## src/logic/gpio_psp_consts.vh

```
// register indices, field positions and reset values of the gpio block
// included by the gpio top level; holds definitions only
`ifndef GPIO_PSP_CONSTS_VH
`define GPIO_PSP_CONSTS_VH

// register indices; byte address on apb is four times the index
`define IDX_W                  10
`define IDX_THIRD_DATA         10'h007
`define IDX_PARALLEL_DATA      10'h008
`define IDX_CONTROL_DATA       10'h009
`define IDX_THIRD_DIR          10'h087
`define IDX_PARALLEL_DIR       10'h088
`define IDX_CONTROL_DIR        10'h089
`define IDX_THIRD_SET          10'h017
`define IDX_PARALLEL_SET       10'h018
`define IDX_CONTROL_SET        10'h019
`define IDX_THIRD_CLR          10'h027
`define IDX_PARALLEL_CLR       10'h028
`define IDX_CONTROL_CLR        10'h029
`define IDX_IRQ_STATUS         10'h00c
`define IDX_IRQ_ENABLE         10'h08c
`define IDX_IRQ_CLEAR          10'h00d

// fields of control_direction_and_slave_status
`define BIT_INPUT_FULL         7
`define BIT_OUTPUT_FULL        6
`define BIT_INPUT_OVERFLOW     5
`define BIT_SLAVE_MODE         4

// control pin positions in slave mode
`define PIN_READ_STROBE        0
`define PIN_WRITE_STROBE       1
`define PIN_SELECT             2

// reset values
`define RST_DIR8               8'hff
`define RST_DIR3               3'h7
`define RST_LATCH8             8'h00
`define RST_LATCH3             3'h0

`endif

```

## src/logic/gpio_psp.v

```verilog
// three gpio ports with a parallel slave interface on the second port
// apb slave, zero wait states; pins are asynchronous to i_clk_sys
`timescale 1ns/100ps
`include "gpio_psp_consts.vh"

// Contract
// - each 8-bit pin direction bit, 1 releases pin
// - 3-bit port pins individually directed by dir[2:0]
// - data register read returns sampled pin levels
// - data register write updates the output latch
// - set and clear writes rewrite whole byte from pin levels
// - slave mode bit makes second port processor port
// - control pins become read, write, select strobes
// - read strobe low while selected drives latch
// - write strobe low while selected captures data
// - select high makes device ignore strobes
// - directions reset to ones, latches kept softly
// - input full and output full flag behaviour
// - overflow on second write, first byte kept
// - full flags held clear outside slave mode
// - transfer completion latches masked interrupt flag
module gpio_psp (
  input  wire        i_clk_sys,
  input  wire        i_reset,
  input  wire        i_soft_reset,
  input  wire        i_psel,
  input  wire        i_penable,
  input  wire        i_pwrite,
  input  wire [11:0] i_paddr,
  input  wire [31:0] i_pwdata,
  output wire [31:0] o_prdata,
  output wire        o_pready,
  output wire        o_pslverr,
  input  wire [7:0]  i_third_pin,
  output wire [7:0]  o_third_out,
  output wire [7:0]  o_third_oe,
  input  wire [7:0]  i_parallel_pin,
  output wire [7:0]  o_parallel_out,
  output wire [7:0]  o_parallel_oe,
  input  wire [2:0]  i_control_pin,
  output wire [2:0]  o_control_out,
  output wire [2:0]  o_control_oe,
  output wire        o_irq
);
  function hit;
    input [11:0]         addr;
    input [`IDX_W-1:0]   idx;
    begin
      hit = (addr[1:0] == 2'b00) && (addr[11:2] == idx);
    end
  endfunction

  wire [18:0] level;
  wire [7:0]  third_lvl;
  wire [7:0]  parallel_lvl;
  wire [2:0]  control_lvl;

  reg  [7:0]  third_latch_q;
  reg  [7:0]  parallel_latch_q;
  reg  [2:0]  control_latch_q;
  reg  [7:0]  third_dir_q;
  reg  [7:0]  parallel_dir_q;
  reg  [2:0]  control_dir_q;
  reg         slave_mode_q;
  reg         input_full_q;
  reg         output_full_q;
  reg         input_overflow_q;
  reg  [7:0]  slave_in_q;
  reg  [7:0]  capture_q;
  reg         rd_prev_q;
  reg         wr_prev_q;
  reg  [31:0] prdata_q;
  reg  [31:0] rdata_d;

  wire        setup;
  wire        access;
  wire        wr_en;
  wire        rd_en;
  wire        mapped;
  wire        rd_act;
  wire        wr_act;
  wire        rd_done;
  wire        wr_done;
  wire        cpu_rd_parallel;
  wire        cpu_wr_parallel;
  wire        full_eff;
  wire [7:0]  wdata;
  wire [7:0]  ctrl_status;
  wire        irq_status;
  wire        irq_enable;

  // every pin level is seen through four flops before use
  pin_filter #(
    .W (19)
  ) u_filter (
    .i_clk_sys (i_clk_sys),
    .i_reset   (i_reset),
    .i_async   ({i_control_pin, i_parallel_pin, i_third_pin}),
    .o_level   (level)
  );

  assign third_lvl    = level[7:0];
  assign parallel_lvl = level[15:8];
  assign control_lvl  = level[18:16];

  // ---- apb decode
  assign setup  = i_psel & ~i_penable;
  assign access = i_psel & i_penable;
  assign wdata  = i_pwdata[7:0];

  assign mapped = hit(i_paddr, `IDX_THIRD_DATA)
               | hit(i_paddr, `IDX_PARALLEL_DATA)
               | hit(i_paddr, `IDX_CONTROL_DATA)
               | hit(i_paddr, `IDX_THIRD_DIR)
               | hit(i_paddr, `IDX_PARALLEL_DIR)
               | hit(i_paddr, `IDX_CONTROL_DIR)
               | hit(i_paddr, `IDX_THIRD_SET)
               | hit(i_paddr, `IDX_PARALLEL_SET)
               | hit(i_paddr, `IDX_CONTROL_SET)
               | hit(i_paddr, `IDX_THIRD_CLR)
               | hit(i_paddr, `IDX_PARALLEL_CLR)
               | hit(i_paddr, `IDX_CONTROL_CLR)
               | hit(i_paddr, `IDX_IRQ_STATUS)
               | hit(i_paddr, `IDX_IRQ_ENABLE)
               | hit(i_paddr, `IDX_IRQ_CLEAR);

  assign wr_en = access & i_pwrite & mapped;
  assign rd_en = access & ~i_pwrite & mapped;

  assign o_pready  = access;
  assign o_pslverr = access & ~mapped;
  assign o_prdata  = prdata_q;

  assign cpu_rd_parallel = rd_en & hit(i_paddr, `IDX_PARALLEL_DATA);
  assign cpu_wr_parallel = wr_en & (hit(i_paddr, `IDX_PARALLEL_DATA)
                                  | hit(i_paddr, `IDX_PARALLEL_SET)
                                  | hit(i_paddr, `IDX_PARALLEL_CLR));

  // full flags read as clear as soon as slave mode is off, not a cycle later
  assign ctrl_status = {input_full_q & slave_mode_q,
                        output_full_q & slave_mode_q, input_overflow_q,
                        slave_mode_q, 1'b0, control_dir_q};

  // ---- read mux; data are taken in the setup cycle
  always @* begin
    rdata_d = 32'h0000_0000;
    if (hit(i_paddr, `IDX_THIRD_DATA))
      rdata_d[7:0] = third_lvl;
    else if (hit(i_paddr, `IDX_PARALLEL_DATA))
      rdata_d[7:0] = slave_mode_q ? slave_in_q : parallel_lvl;
    else if (hit(i_paddr, `IDX_CONTROL_DATA))
      rdata_d[2:0] = control_lvl;
    else if (hit(i_paddr, `IDX_THIRD_DIR))
      rdata_d[7:0] = third_dir_q;
    else if (hit(i_paddr, `IDX_PARALLEL_DIR))
      rdata_d[7:0] = parallel_dir_q;
    else if (hit(i_paddr, `IDX_CONTROL_DIR))
      rdata_d[7:0] = ctrl_status;
    else if (hit(i_paddr, `IDX_IRQ_STATUS))
      rdata_d[0] = irq_status;
    else if (hit(i_paddr, `IDX_IRQ_ENABLE))
      rdata_d[0] = irq_enable;
  end

  always @(posedge i_clk_sys) begin
    if (i_reset)
      prdata_q <= 32'h0000_0000;
    else if (setup & ~i_pwrite)
      prdata_q <= rdata_d;
  end

  // ---- output latches: hard reset clears, soft reset keeps them
  always @(posedge i_clk_sys) begin
    if (i_reset) begin
      third_latch_q    <= `RST_LATCH8;
      parallel_latch_q <= `RST_LATCH8;
      control_latch_q  <= `RST_LATCH3;
    end else if (wr_en) begin
      if (hit(i_paddr, `IDX_THIRD_DATA))
        third_latch_q <= wdata;
      if (hit(i_paddr, `IDX_THIRD_SET))
        third_latch_q <= third_lvl | wdata;
      if (hit(i_paddr, `IDX_THIRD_CLR))
        third_latch_q <= third_lvl & ~wdata;
      if (hit(i_paddr, `IDX_PARALLEL_DATA))
        parallel_latch_q <= wdata;
      if (hit(i_paddr, `IDX_PARALLEL_SET))
        parallel_latch_q <= parallel_lvl | wdata;
      if (hit(i_paddr, `IDX_PARALLEL_CLR))
        parallel_latch_q <= parallel_lvl & ~wdata;
      if (hit(i_paddr, `IDX_CONTROL_DATA))
        control_latch_q <= wdata[2:0];
      if (hit(i_paddr, `IDX_CONTROL_SET))
        control_latch_q <= control_lvl | wdata[2:0];
      if (hit(i_paddr, `IDX_CONTROL_CLR))
        control_latch_q <= control_lvl & ~wdata[2:0];
    end
  end

  // ---- direction registers and slave mode select
  always @(posedge i_clk_sys) begin
    if (i_reset | i_soft_reset) begin
      third_dir_q    <= `RST_DIR8;
      parallel_dir_q <= `RST_DIR8;
      control_dir_q  <= `RST_DIR3;
      slave_mode_q   <= 1'b0;
    end else if (wr_en) begin
      if (hit(i_paddr, `IDX_THIRD_DIR))
        third_dir_q <= wdata;
      if (hit(i_paddr, `IDX_PARALLEL_DIR))
        parallel_dir_q <= wdata;
      if (hit(i_paddr, `IDX_CONTROL_DIR)) begin
        control_dir_q <= wdata[2:0];
        slave_mode_q  <= wdata[`BIT_SLAVE_MODE];
      end
    end
  end

  // ---- slave strobes, from filtered levels only
  // select high masks both strobes
  assign rd_act = slave_mode_q & ~control_lvl[`PIN_SELECT]
                & ~control_lvl[`PIN_READ_STROBE];
  assign wr_act = slave_mode_q & ~control_lvl[`PIN_SELECT]
                & ~control_lvl[`PIN_WRITE_STROBE];
  assign rd_done = rd_prev_q & ~rd_act;
  assign wr_done = wr_prev_q & ~wr_act;

  // a cpu read in the same cycle frees the buffer for the new byte
  assign full_eff = input_full_q & ~cpu_rd_parallel;

  always @(posedge i_clk_sys) begin
    if (i_reset) begin
      rd_prev_q <= 1'b0;
      wr_prev_q <= 1'b0;
      capture_q <= 8'h00;
    end else begin
      rd_prev_q <= rd_act;
      wr_prev_q <= wr_act;
      if (wr_act)
        capture_q <= parallel_lvl;
    end
  end

  always @(posedge i_clk_sys) begin
    if (i_reset) begin
      slave_in_q       <= `RST_LATCH8;
      input_full_q     <= 1'b0;
      output_full_q    <= 1'b0;
      input_overflow_q <= 1'b0;
    end else begin
      if (!slave_mode_q) begin
        input_full_q  <= 1'b0;
        output_full_q <= 1'b0;
      end else begin
        if (wr_done & ~full_eff) begin
          slave_in_q   <= capture_q;
          input_full_q <= 1'b1;
        end else if (cpu_rd_parallel)
          input_full_q <= 1'b0;
        if (cpu_wr_parallel)
          output_full_q <= 1'b1;
        else if (rd_done)
          output_full_q <= 1'b0;
      end
      // overflow survives mode changes; set beats a software clear
      if (wr_done & full_eff)
        input_overflow_q <= 1'b1;
      else if (i_soft_reset)
        input_overflow_q <= 1'b0;
      else if (wr_en & hit(i_paddr, `IDX_CONTROL_DIR))
        input_overflow_q <= wdata[`BIT_INPUT_OVERFLOW];
    end
  end

  irq_flags #(
    .W (1)
  ) u_irq (
    .i_clk_sys  (i_clk_sys),
    .i_reset    (i_reset),
    .i_event    (rd_done | wr_done),
    .i_clr_we   (wr_en & hit(i_paddr, `IDX_IRQ_CLEAR)),
    .i_clr_bits (i_pwdata[0]),
    .i_en_we    (wr_en & hit(i_paddr, `IDX_IRQ_ENABLE)),
    .i_en_bits  (i_pwdata[0]),
    .o_status   (irq_status),
    .o_enable   (irq_enable),
    .o_irq      (o_irq)
  );

  // ---- pin drivers; enable high means the pin is driven
  assign o_third_out    = third_latch_q;
  assign o_third_oe     = ~third_dir_q;
  assign o_parallel_out = parallel_latch_q;
  // in slave mode the direction register is ignored
  assign o_parallel_oe  = slave_mode_q ? {8{rd_act}}
                                       : ~parallel_dir_q;
  assign o_control_out  = control_latch_q;
  // never drive the strobe pins in slave mode, even if misprogrammed
  assign o_control_oe   = slave_mode_q ? 3'b000
                                       : ~control_dir_q;
endmodule // gpio_psp

```

## src/logic/irq_flags.v

```verilog
// sticky interrupt status with write-one-to-clear and enable mask
// events are single-cycle pulses in the system clock domain
`timescale 1ns/100ps
module irq_flags #(
  parameter W = 1
) (
  input  wire         i_clk_sys,
  input  wire         i_reset,
  input  wire [W-1:0] i_event,
  input  wire         i_clr_we,
  input  wire [W-1:0] i_clr_bits,
  input  wire         i_en_we,
  input  wire [W-1:0] i_en_bits,
  output wire [W-1:0] o_status,
  output wire [W-1:0] o_enable,
  output wire         o_irq
);
  reg [W-1:0] status_q;
  reg [W-1:0] enable_q;
  wire [W-1:0] clr_mask;

  assign clr_mask = i_clr_we ? i_clr_bits : {W{1'b0}};

  // a new event beats a clear in the same cycle
  always @(posedge i_clk_sys) begin
    if (i_reset) begin
      status_q <= {W{1'b0}};
      enable_q <= {W{1'b0}};
    end else begin
      status_q <= (status_q & ~clr_mask) | i_event;
      if (i_en_we)
        enable_q <= i_en_bits;
    end
  end

  assign o_status = status_q;
  assign o_enable = enable_q;
  assign o_irq    = |(status_q & enable_q);
endmodule // irq_flags

```

## src/logic/pin_filter.v

```verilog
// three-stage synchroniser for asynchronous pin inputs
// a new level is taken once the second and third stages agree
`timescale 1ns/100ps
module pin_filter #(
  parameter W = 19
) (
  input  wire         i_clk_sys,
  input  wire         i_reset,
  input  wire [W-1:0] i_async,
  output wire [W-1:0] o_level
);
  reg [W-1:0] s1_q;
  reg [W-1:0] s2_q;
  reg [W-1:0] s3_q;
  reg [W-1:0] level_q;
  genvar g;

  // idle level high: strobes and select are inactive high
  always @(posedge i_clk_sys) begin
    if (i_reset) begin
      s1_q <= {W{1'b1}};
      s2_q <= {W{1'b1}};
      s3_q <= {W{1'b1}};
    end else begin
      s1_q <= i_async;
      s2_q <= s1_q;
      s3_q <= s2_q;
    end
  end

  generate
    for (g = 0; g < W; g = g + 1) begin : g_bit
      always @(posedge i_clk_sys) begin
        if (i_reset)
          level_q[g] <= 1'b1;
        else if (s2_q[g] == s3_q[g])
          level_q[g] <= s3_q[g];
      end
    end
  endgenerate

  assign o_level = level_q;
endmodule // pin_filter
```

## config.mk

```make
export PLATFORM = sky130hd
export DESIGN_NAME = gpio_psp
export DESIGN_NICKNAME = d
export VERILOG_FILES = /design/src/logic/gpio_psp.v /design/src/logic/irq_flags.v /design/src/logic/pin_filter.v
export VERILOG_INCLUDE_DIRS = /design/src /design/src/logic
export SDC_FILE = /design/constraint.sdc
export NUM_CORES = 1
export LEC_CHECK = 0
export CAP_MARGIN = 15
export CELL_PAD_IN_SITES_DETAIL_PLACEMENT = 2
export CELL_PAD_IN_SITES_GLOBAL_PLACEMENT = 2
export CORE_MARGIN = 2
export CORE_UTILIZATION = 30
export DETAILED_ROUTE_END_ITERATION = 7
export DONT_BUFFER_PORTS = 1
export PLACE_DENSITY = 0.69
export SLEW_MARGIN = 25
export SYNTH_ARGS = -nofsm -noshare
export SYNTH_HDL_FRONTEND = slang
export SYNTH_SLANG_ARGS = --single-unit
```

## constraint.sdc

```tcl
create_clock -name i_clk_sys -period 4.4 [get_ports i_clk_sys]
set_input_delay 0.22 -clock i_clk_sys [delete_from_list [all_inputs] [get_ports i_clk_sys]]
set_output_delay 0.22 -clock i_clk_sys [all_outputs]
set_load 0.01 [all_outputs]
```

-- Word-level counts from Yosys, hierarchy flattened
Index checks and enable logic that the tools add are counted.
- bits in registers: 146
- logic and storage cells: 200
- input bits: 69
- output and inout bits: 73
- reduce and logical (&&, ||, !) cells: 30
- bitwise operators: 67
- multiplexer cells: 30
- equality and inequality tests: 34
- operators by type and width (kind ; number):
    two-way mux 8 bit ; 12
    equality test 10 x 4 -> 1 bit, second input constant ; 4
    equality test 10 x 8 -> 1 bit, second input constant ; 4
    equality test 10 x 5 -> 1 bit, second input constant ; 3
    equality test 10 x 6 -> 1 bit, second input constant ; 3
    bitwise AND 1 bit ; 25
    NOT 8 bit ; 3
    equality test 1 bit ; 19
    bitwise OR 1 bit ; 19
    bitwise AND 8 bit ; 2
    bitwise OR 8 bit ; 2
    logical AND 1 bit ; 15
    two-way mux 3 bit ; 5
    AND reduction 2 bit ; 7
    NOT 1 bit ; 12
    nonzero test 3 bit ; 4
    two-way mux 1 bit ; 11
    equality test 10 x 3 -> 1 bit, second input constant ; 1
    two-way mux 7 bit ; 1
    NOT 3 bit ; 2
    two-way mux 5 bit ; 1
    nonzero test 2 bit ; 2
    bitwise AND 3 bit ; 1
    bitwise OR 3 bit ; 1
    other kinds (2) ; 2

-- Depth between registers and ports, before layout
Gate-level depths: netlist of run 1.
- depth after elaboration: 23
- mapped depth: 8

-- Modules after synthesis
Synthesis of run 1 repeated with hierarchy kept, for this count alone.
- cells, all modules: 649
- area, all modules: 6099.6 µm²
- by module, submodules not included (module ; seq. area each (µm²) ; instances ; cells each ; area an instance (µm²)):
    gpio_psp ; 1361.3 ; 1 ; 443 ; 3774.9
    pin_filter ; 1521.5 ; 1 ; 198 ; 2248.4
    irq_flags ; 40.0 ; 1 ; 8 ; 76.3

-- Least setup slack after synthesis of run 1
Ideal clock, no wire load.
- kind: input-to-reg
- start: input port i_paddr[6]
- end: register parallel_dir_q[5]
- arrival time: 1720 ps
- stages: 7
- buffers on the path: 2
- library setup time: 122 ps
- path slack: 2558 ps
- data required time: 4278 ps
- cells stage by stage: buf_4 or4b_4 nor4_4 nand2_1 buf_2 nor3_1 a21oi_1
- cells in the longest elaborated chain, start to end: 18
- ends and longest elaborated chain (what ; RTL line ; source):
    from (decl) ; gpio_psp.v:29 ; input wire [11:0] i_paddr,
    equality test 10 x 3 -> 1 bit / equality test 10 x 4 -> 1 bit (equally long branches) ; gpio_psp.v:49 ; hit = (addr[1:0] == 2'b00) && (addr[11:2] == idx);
    logical AND 1 bit ; gpio_psp.v:49 ;
    bitwise OR 1 bit (14 in series) ; gpio_psp.v:111 ; assign mapped = hit(i_paddr, `IDX_THIRD_DATA)
    bitwise AND 1 bit ; gpio_psp.v:127 ; assign wr_en = access & i_pwrite & mapped;
    AND reduction 2 bit (no line) * ; - ;
    to (signal assigned) ; gpio_psp.v:204 ; parallel_dir_q <= `RST_DIR8;
    to (signal assigned) ; gpio_psp.v:211 ; parallel_dir_q <= wdata;
    to (decl) ; gpio_psp.v:62 ; reg [7:0] parallel_dir_q;
Mark *: on every way between the ends. The rest lies on a longest branch, timed or not.
A chain may end at the register's enable or synchronous reset.

-- Worst setup path in the final report of run 1
- start: register slave_mode_q
- end: output port o_parallel_oe[5]
- cells in the longest elaborated chain, start to end: 3
- ends and longest elaborated chain (what ; RTL line ; source):
    from (decl) ; gpio_psp.v:64 ; reg slave_mode_q;
    from (signal assigned) ; gpio_psp.v:214 ; slave_mode_q <= wdata[`BIT_SLAVE_MODE];
    bitwise AND 1 bit (2 in series) ; gpio_psp.v:221 ; assign rd_act = slave_mode_q & ~control_lvl[`PIN_SELECT]
    two-way mux 8 bit * ; gpio_psp.v:295 ; assign o_parallel_oe = slave_mode_q ? {8{rd_act}}
    to (decl) ; gpio_psp.v:39 ; output wire [7:0] o_parallel_oe,
Marked as above.

==> metrics.txt, run 1 <==
Crit path arrival time=approximately 2.1 ns; Rows=52; WP data required=4.18 ns; Crit Path Class=reg2out; Antenna Cells=0; P&R area growth vs syn=15.0%; Resized cells post-CTS=0; Most used DFF post-synth=dfxtp_1; FF+latch area=0.00292 mm2; clock sinks=146; core area=between 0.02 and 0.025 mm2; Final Cell Area=0.00720 mm2; dpl cell area=about 0.0063 mm2; number of global-route vias before repair=5334; f_max=0.432 GHz; IO buf count=0; Final HPWL DP=roughly 13000 um; fin. max-slew vios=0; number of synthesized register bits=between 100 and 150; Starting Density=30.8%; DRT antenna net count=0; post-synthesis sequential area ratio=46.7%; number of synthesized flops with an enable pin=0; Cells after Synth=683; # DRC=0; MaxCap Viol Count=0; Critical-path top delay cell=or3_1; initial antenna violation count=0; Leak=2.56 nW; Synth Area per Inst=9.17 um2; Hold Crit Class=in2reg; CTS tree=done; setup_tns=0 ns; worst r2r dst=slave_in_q[7]; setup bufs post-CTS=0; setup repair after global routing missed its margin=false; drt total wl=19700 um; vias per cell=5.14; Yosys cell types=63; Die Y=148 um; most frequent cells in the layout=146 x dfxtp_1, 70 x nor2_1, 58 x or2_2, 57 x a21oi_1, 34 x nand2_1; io pins=around 140; H-tree lvl count=4; most common cell after layout, fill and taps aside=dfxtp_1; Final min period=2.32 ns; worst slew pin tran=slightly below 0.9 ns; CP cell instances=buf_4, inv_1, or3_1, o21ai_0; type of origin of the critical path=flop; status=finished, final reports clean; First-pass DRT Iterations=5; clk_lat worst skew=approximately 0.42 ns; Final Wtd Congestion=0.840; die area=0.0220 mm2; Vias=4983; clock-pin transition on the worst setup and hold timing paths=0.07 ns; Min-Delay Path Depth=2; worst-path maximum fanout=26; Max-slew headroom=41.5%; Avg WL per Cell=about 20 um; final setup fails=0; fin crit share=between 50% and 60%; final net count=756; Hold Crit Start=i_reset; largest net degree at the start of global routing=128; final hold vios=0; GR Util All Layers=18.2%; skew final=0.00882 ns; worst stage delay on the critical path=0.57 ns; grt total ovfl=0; area of the multi-input gates=0.00298 mm2; CTS buffer count=17; share of layout cells above drive strength 1=16.5%; Initial DRC Count=223; Worst Hold End=o_parallel_out[7]; ys async rst share=0%; r2r setup slk=2.09 ns; root buffer cell=clkbuf_16; # fillers=2199; Power Density=412 mW/mm2; Crit. End Element=output port; Clock Path Buffers=2; Die X=148 um; maximum vdd drop=0.309 mV; Post-Syn Area=roughly 0.0063 mm2; first-pass GRT wire length=~31000 um; yosys warns=0; R2R cell count=6; reg-to-reg startpoint=slave_mode_q
==> critical path, delay by kind of cell, from the launching register on <==
family	cells	cell delay (ns)
buffers and inverters	2	0.50
flip-flops	1	0.33
AND/OR/NAND/NOR	1	0.57
AO/OA/AOI/OAI	1	0.26
==> metal layers <==
layer / GRT usage [%] / vias to the layer above / routed length (um)
met1: 22.8 / 2484 / 8720
li1: - / 2348 / -
met5: 0 / - / 0
met3: 4.08 / 16 / 1040
met4: 5.48 / 0 / 255
met2: 31.3 / 135 / 9720
==> area by class of cell <==
class                   instances  share of cell area (%)
multi-input cells             481                    41.4
flip-flops and latches        146                    40.6
clock buffers                  19                    6.29
well taps                     270                    4.69
repair buffers                 31                    4.52
clock inverters                12                    2.03
inverters                      10                   0.521
==> cell usage after synthesis (all sizes together), types with 2 or more instances <==
master	count	area share (%)
clkbuf	29	1.9
a2111oi	2	0.28
xor2	2	0.28
nand2b	2	0.20
a21oi	57	4.6
dfxtp	146	47
nor3	26	2.1
nor4	8	1.5
or3b	2	0.28
nor2	72	4.4
mux2i	21	3.4
nand2	34	2.0
a211oi	12	1.8
nor3b	11	1.6
a31oi	4	0.40
o21bai	19	2.3
mux2	4	0.72
o22ai	5	0.50
nand3b	14	1.7
buf	40	5.0
or2	58	5.8
nand3	6	0.56
o21ai	14	1.1
o221ai	3	0.42
o31ai	11	1.3
and4	2	0.28
nand4	8	0.90
nand4b	3	0.42
and3b	4	0.56
nor2b	15	1.5
a22oi	12	1.4
and3	2	0.20
and2	9	0.90
inv	10	0.60
==> sequential cells by signal (all words and copies together), names as in the netlist <==
register / flops
parallel_dir_q: 8
u_filter.o_level: 19
o_parallel_out: 8
rd_prev_q: 1
u_filter.s1_q: 19
u_filter.s3_q: 19
u_filter.s2_q: 19
output_full_q: 1
u_irq.o_status: 1
control_dir_q: 3
o_prdata: 8
u_irq.o_enable: 1
slave_in_q: 8
capture_q: 8
slave_mode_q: 1
o_third_out: 8
third_dir_q: 8
input_full_q: 1
o_control_out: 3
wr_prev_q: 1
input_overflow_q: 1
==> cells by family after synthesis <==
kind of cell    share of synthesized area (%)
simple gates                             26.0
compound gates                           15.3
flops                                    46.7
buf+inv                                  7.45
mux                                      4.08
xor+xnor                                0.280
fa+ha+maj                               0.160
other cells                            0.0599
==> per-stage QoR <==
step | total power (W) | hold slack (ns) | std cells | setup WS [ns] | utilization, %
after floorplan | 0.00150 | 0.324 | 706 | 2.56 | -
after global placement | 0.00147 | 0.305 | 908 | 1.76 | 30.8
after detailed placement | 0.00148 | 0.309 | 908 | 1.59 | 30.8
after CTS | 0.00300 | 0.000721 | 969 | 2.02 | 35.3
after global routing | 0.00308 | 0.00786 | 969 | 1.96 | 35.4
final | 0.00296 | 0.00888 | 969 | 2.08 | 35.4
==> how the worst max path moves through the flow <==
stage,end,slack [ns],start
after global routing,slave_in_q[7],1.96,slave_mode_q
after CTS,o_third_out[2],2.02,i_paddr[1]
after detailed placement,o_third_out[2],1.59,i_paddr[1]
final,o_parallel_oe[5],2.08,slave_mode_q
after floorplan,parallel_dir_q[5],2.56,i_paddr[6]
after global placement,o_third_out[1],1.76,i_paddr[1]
==> report_power, final <==
| group | leakage [nW] | switching, W | total [W] | internal (W) |
|---|---|---|---|---|
| clock | 0.285 | 0.000597 | 0.00147 | 0.000876 |
| sequential | 1.19 | 0.0000124 | 0.00136 | 0.00135 |
| combinational | 1.09 | 0.0000741 | 0.000134 | 0.0000597 |
| total | 2.56 | 0.000684 | 0.00296 | 0.00228 |
==> what timing repair did <==
item                                    CTS  global route
hold buffers                             30             0
endpoints found under the setup margin    0             0
hold endpoints to repair                141             0
No activity file was read; power rests on OpenSTA's default activity.
==> inputs of run 2 (changes only) <==
==> constraint.sdc (replaced) <==
create_clock -name i_clk_sys -period 2.17 [get_ports i_clk_sys]
set_input_delay 0.1085 -clock i_clk_sys [delete_from_list [all_inputs] [get_ports i_clk_sys]]
set_output_delay 0.1085 -clock i_clk_sys [all_outputs]
set_load 0.01 [all_outputs]
==> run 2 against run 1 <==
Against the previous run:
- worst hold slack got worse by 0.0036 ns
- wire length rose by 0.98%
- via count rose by 3.3%
- flip-flop and latch count did not move
- sequential share of layout area fell by 0.49 points
- cell area rose by 1.2%
- core utilization rose by 0.44 points
- sequential power rose by 100%
- critical path type unchanged
==> metrics.txt, run 2 (synthesized netlist as in run 1, its figures left out) <==
status=finished, final reports clean; CTS buffer count=17 (unchanged); crit path from=slave_mode_q; die area=0.0220 mm2 (unchanged); Starting Density=30.8% (unchanged); Hold Crit Start=i_pwdata[6]; vias per cell=5.23 (+1.7%); f_max=between 0.4 and 0.5 GHz; CTS tree=done; pre-CTS setup slack=0.0900 ns (-1.50 ns); Critical-path top delay cell=or3_4; number of global-route vias before repair=5368 (+0.64%); Rows=52 (unchanged); most common cell after layout, fill and taps aside=dfxtp_1; Crit. End Element=output port; Crit path arrival time=1.91 ns (-0.19 ns); R2R cell count=5 (-1); GR Util All Layers=18.2% (-0.024 points); P&R area growth vs syn=16.4%; Final Wtd Congestion=0.863 (+2.7%); clock sinks=146 (unchanged); final setup fails=0 (unchanged); core area=0.0204 mm2 (unchanged); Crit Path Class=reg2out; Power Density=799 mW/mm2 (+94%); CP cell instances=buf_6, inv_1, or3_4, o21ai_0; drt total wl=19900 um (+0.98%); Die X=148 um (unchanged); Antenna Cells=0 (unchanged); CP Buf/Inv Count=2 (unchanged); Final min period=~2 ns; Die Y=148 um (unchanged); Hold Crit Class=in2reg; CP top delay family=simple AND/OR/NAND/NOR gates; Initial DRC Count=229 (+2.7%); setup_tns=0 ns (unchanged); grt total ovfl=0 (unchanged); r2r setup slk=0.37 ns (-1.72 ns); worst slew pin tran=0.627 ns (-0.243 ns); worst-path maximum fanout=23 (-12%); Worst Hold End=o_third_out[6]; Leak=2.62 nW (+2.4%); type of origin of the critical path=flop; DRT antenna net count=0 (unchanged); io pins=142 (unchanged); root buffer cell=clkbuf_16; setup bufs post-CTS=0 (unchanged); worst r2r dst=o_prdata[1]; final hold vios=0 (unchanged); maximum vdd drop=0.552 mV (+79%); MaxCap Viol Count=0 (unchanged); clk_lat worst skew=0.43 ns (about the same); final setup margin=0.155 ns (-1.93 ns); first-pass GRT wire length=30600 um (-0.36%); fin crit share=92.8%; worst stage delay on the critical path=0.48 ns (-0.09 ns); final net count=773 (+2.2%); fin. max-slew vios=0 (unchanged); Final HPWL DP=13700 um (+2.5%); Min-Delay Path Depth=3 (+1); share of layout cells above drive strength 1=17.6% (+1.2 points); WP data required=2.06 ns (-2.12 ns); H-tree lvl count=4 (unchanged); skew final=0.0158 ns (+0.00694 ns); Avg WL per Cell=20.3 um (-0.56%); reg-to-reg startpoint=slave_mode_q; setup repair after global routing missed its margin=false; Clock Path Buffers=2 (unchanged); Vias=5147 (+3.3%); most frequent cells in the layout=146 x dfxtp_1, 70 x nor2_1, 58 x or2_2, 57 x a21oi_1, 34 x nand2_1; Max-slew headroom=58.2% (+17 points); largest net degree at the start of global routing=139 (+8.6%); First-pass DRT Iterations=5 (unchanged); initial antenna violation count=0 (unchanged); IO buf count=0 (unchanged); clock-pin transition on the worst setup and hold timing paths=0.06 ns (about the same); # DRC=0 (unchanged)
-- run 2: worst max path at each step --
stage                   endpoint  slack, ns  cells past startpoint
6_report        o_parallel_oe[6]       0.16                      4
5_1_grt         o_parallel_oe[3]       0.04                      4
4_1_cts         o_parallel_oe[3]       0.07                      4
3_5_place_dp   o_parallel_out[2]       0.09                      5
3_3_place_gp      o_third_out[1]       0.24                      7
2_1_floorplan      slave_in_q[0]       0.36                      7
-- run 2: power breakdown --
| group | internal [W] | leakage, nW | switching, W |
|---|---|---|---|
| registers | 0.00273 | 1.19 | 0.0000241 |
| clock network | 0.00167 | 0.261 | 0.00112 |
| logic | 0.000126 | 1.17 | 0.000163 |
| total | 0.00452 | 2.62 | 0.00131 |
-- run 2: per-layer routing --
layer	up-vias	part of all wire, %	GRT usage, %
li1	2381	-	-
met1	2603	43	21.8
met2	141	50	31.5
met3	22	5.8	5.40
met4	0	1.6	5.43
met5	-	0	0
-- run 2: final cells by class --
class | count | area (um2)
sequential | 146 | 2920
multi-input combinational | 481 | 2970
fill | 2248 | 13100
inverter | 10 | 37.5
tap | 270 | 338
timing repair buffer | 48 | 474
clock buffer | 19 | 433
clock inverter | 10 | 115
-- run 2: repair_timing --
item                                    CTS  global route
hold buffers                             32             0
resized for setup                         1             1
pin swaps                                 0             0
hold endpoints to repair                146             0
endpoints found under the setup margin    8             8
-- run 2: through the flow --
| step | std cells | util [%] | hold slack, ns | cell area, um2 | total power [W] |
|---|---|---|---|---|---|
| floorplan | 706 | - | 0.212 | 6350 | 0.00304 |
| global placement | 923 | 31.4 | 0.193 | 6400 | 0.00298 |
| detailed placement | 923 | 31.4 | 0.198 | 6400 | 0.00299 |
| CTS | 984 | 35.8 | 0.00216 | 7290 | 0.00589 |
| global route | 984 | 35.8 | 0.00840 | 7290 | 0.00607 |
| finish | 984 | 35.8 | 0.00530 | 7290 | 0.00583 |
-- run 2: tightest hold or removal path: stages --
cell      delay, ns
nor3b_1        0.03
a21oi_1        0.15
a211oi_2       0.09
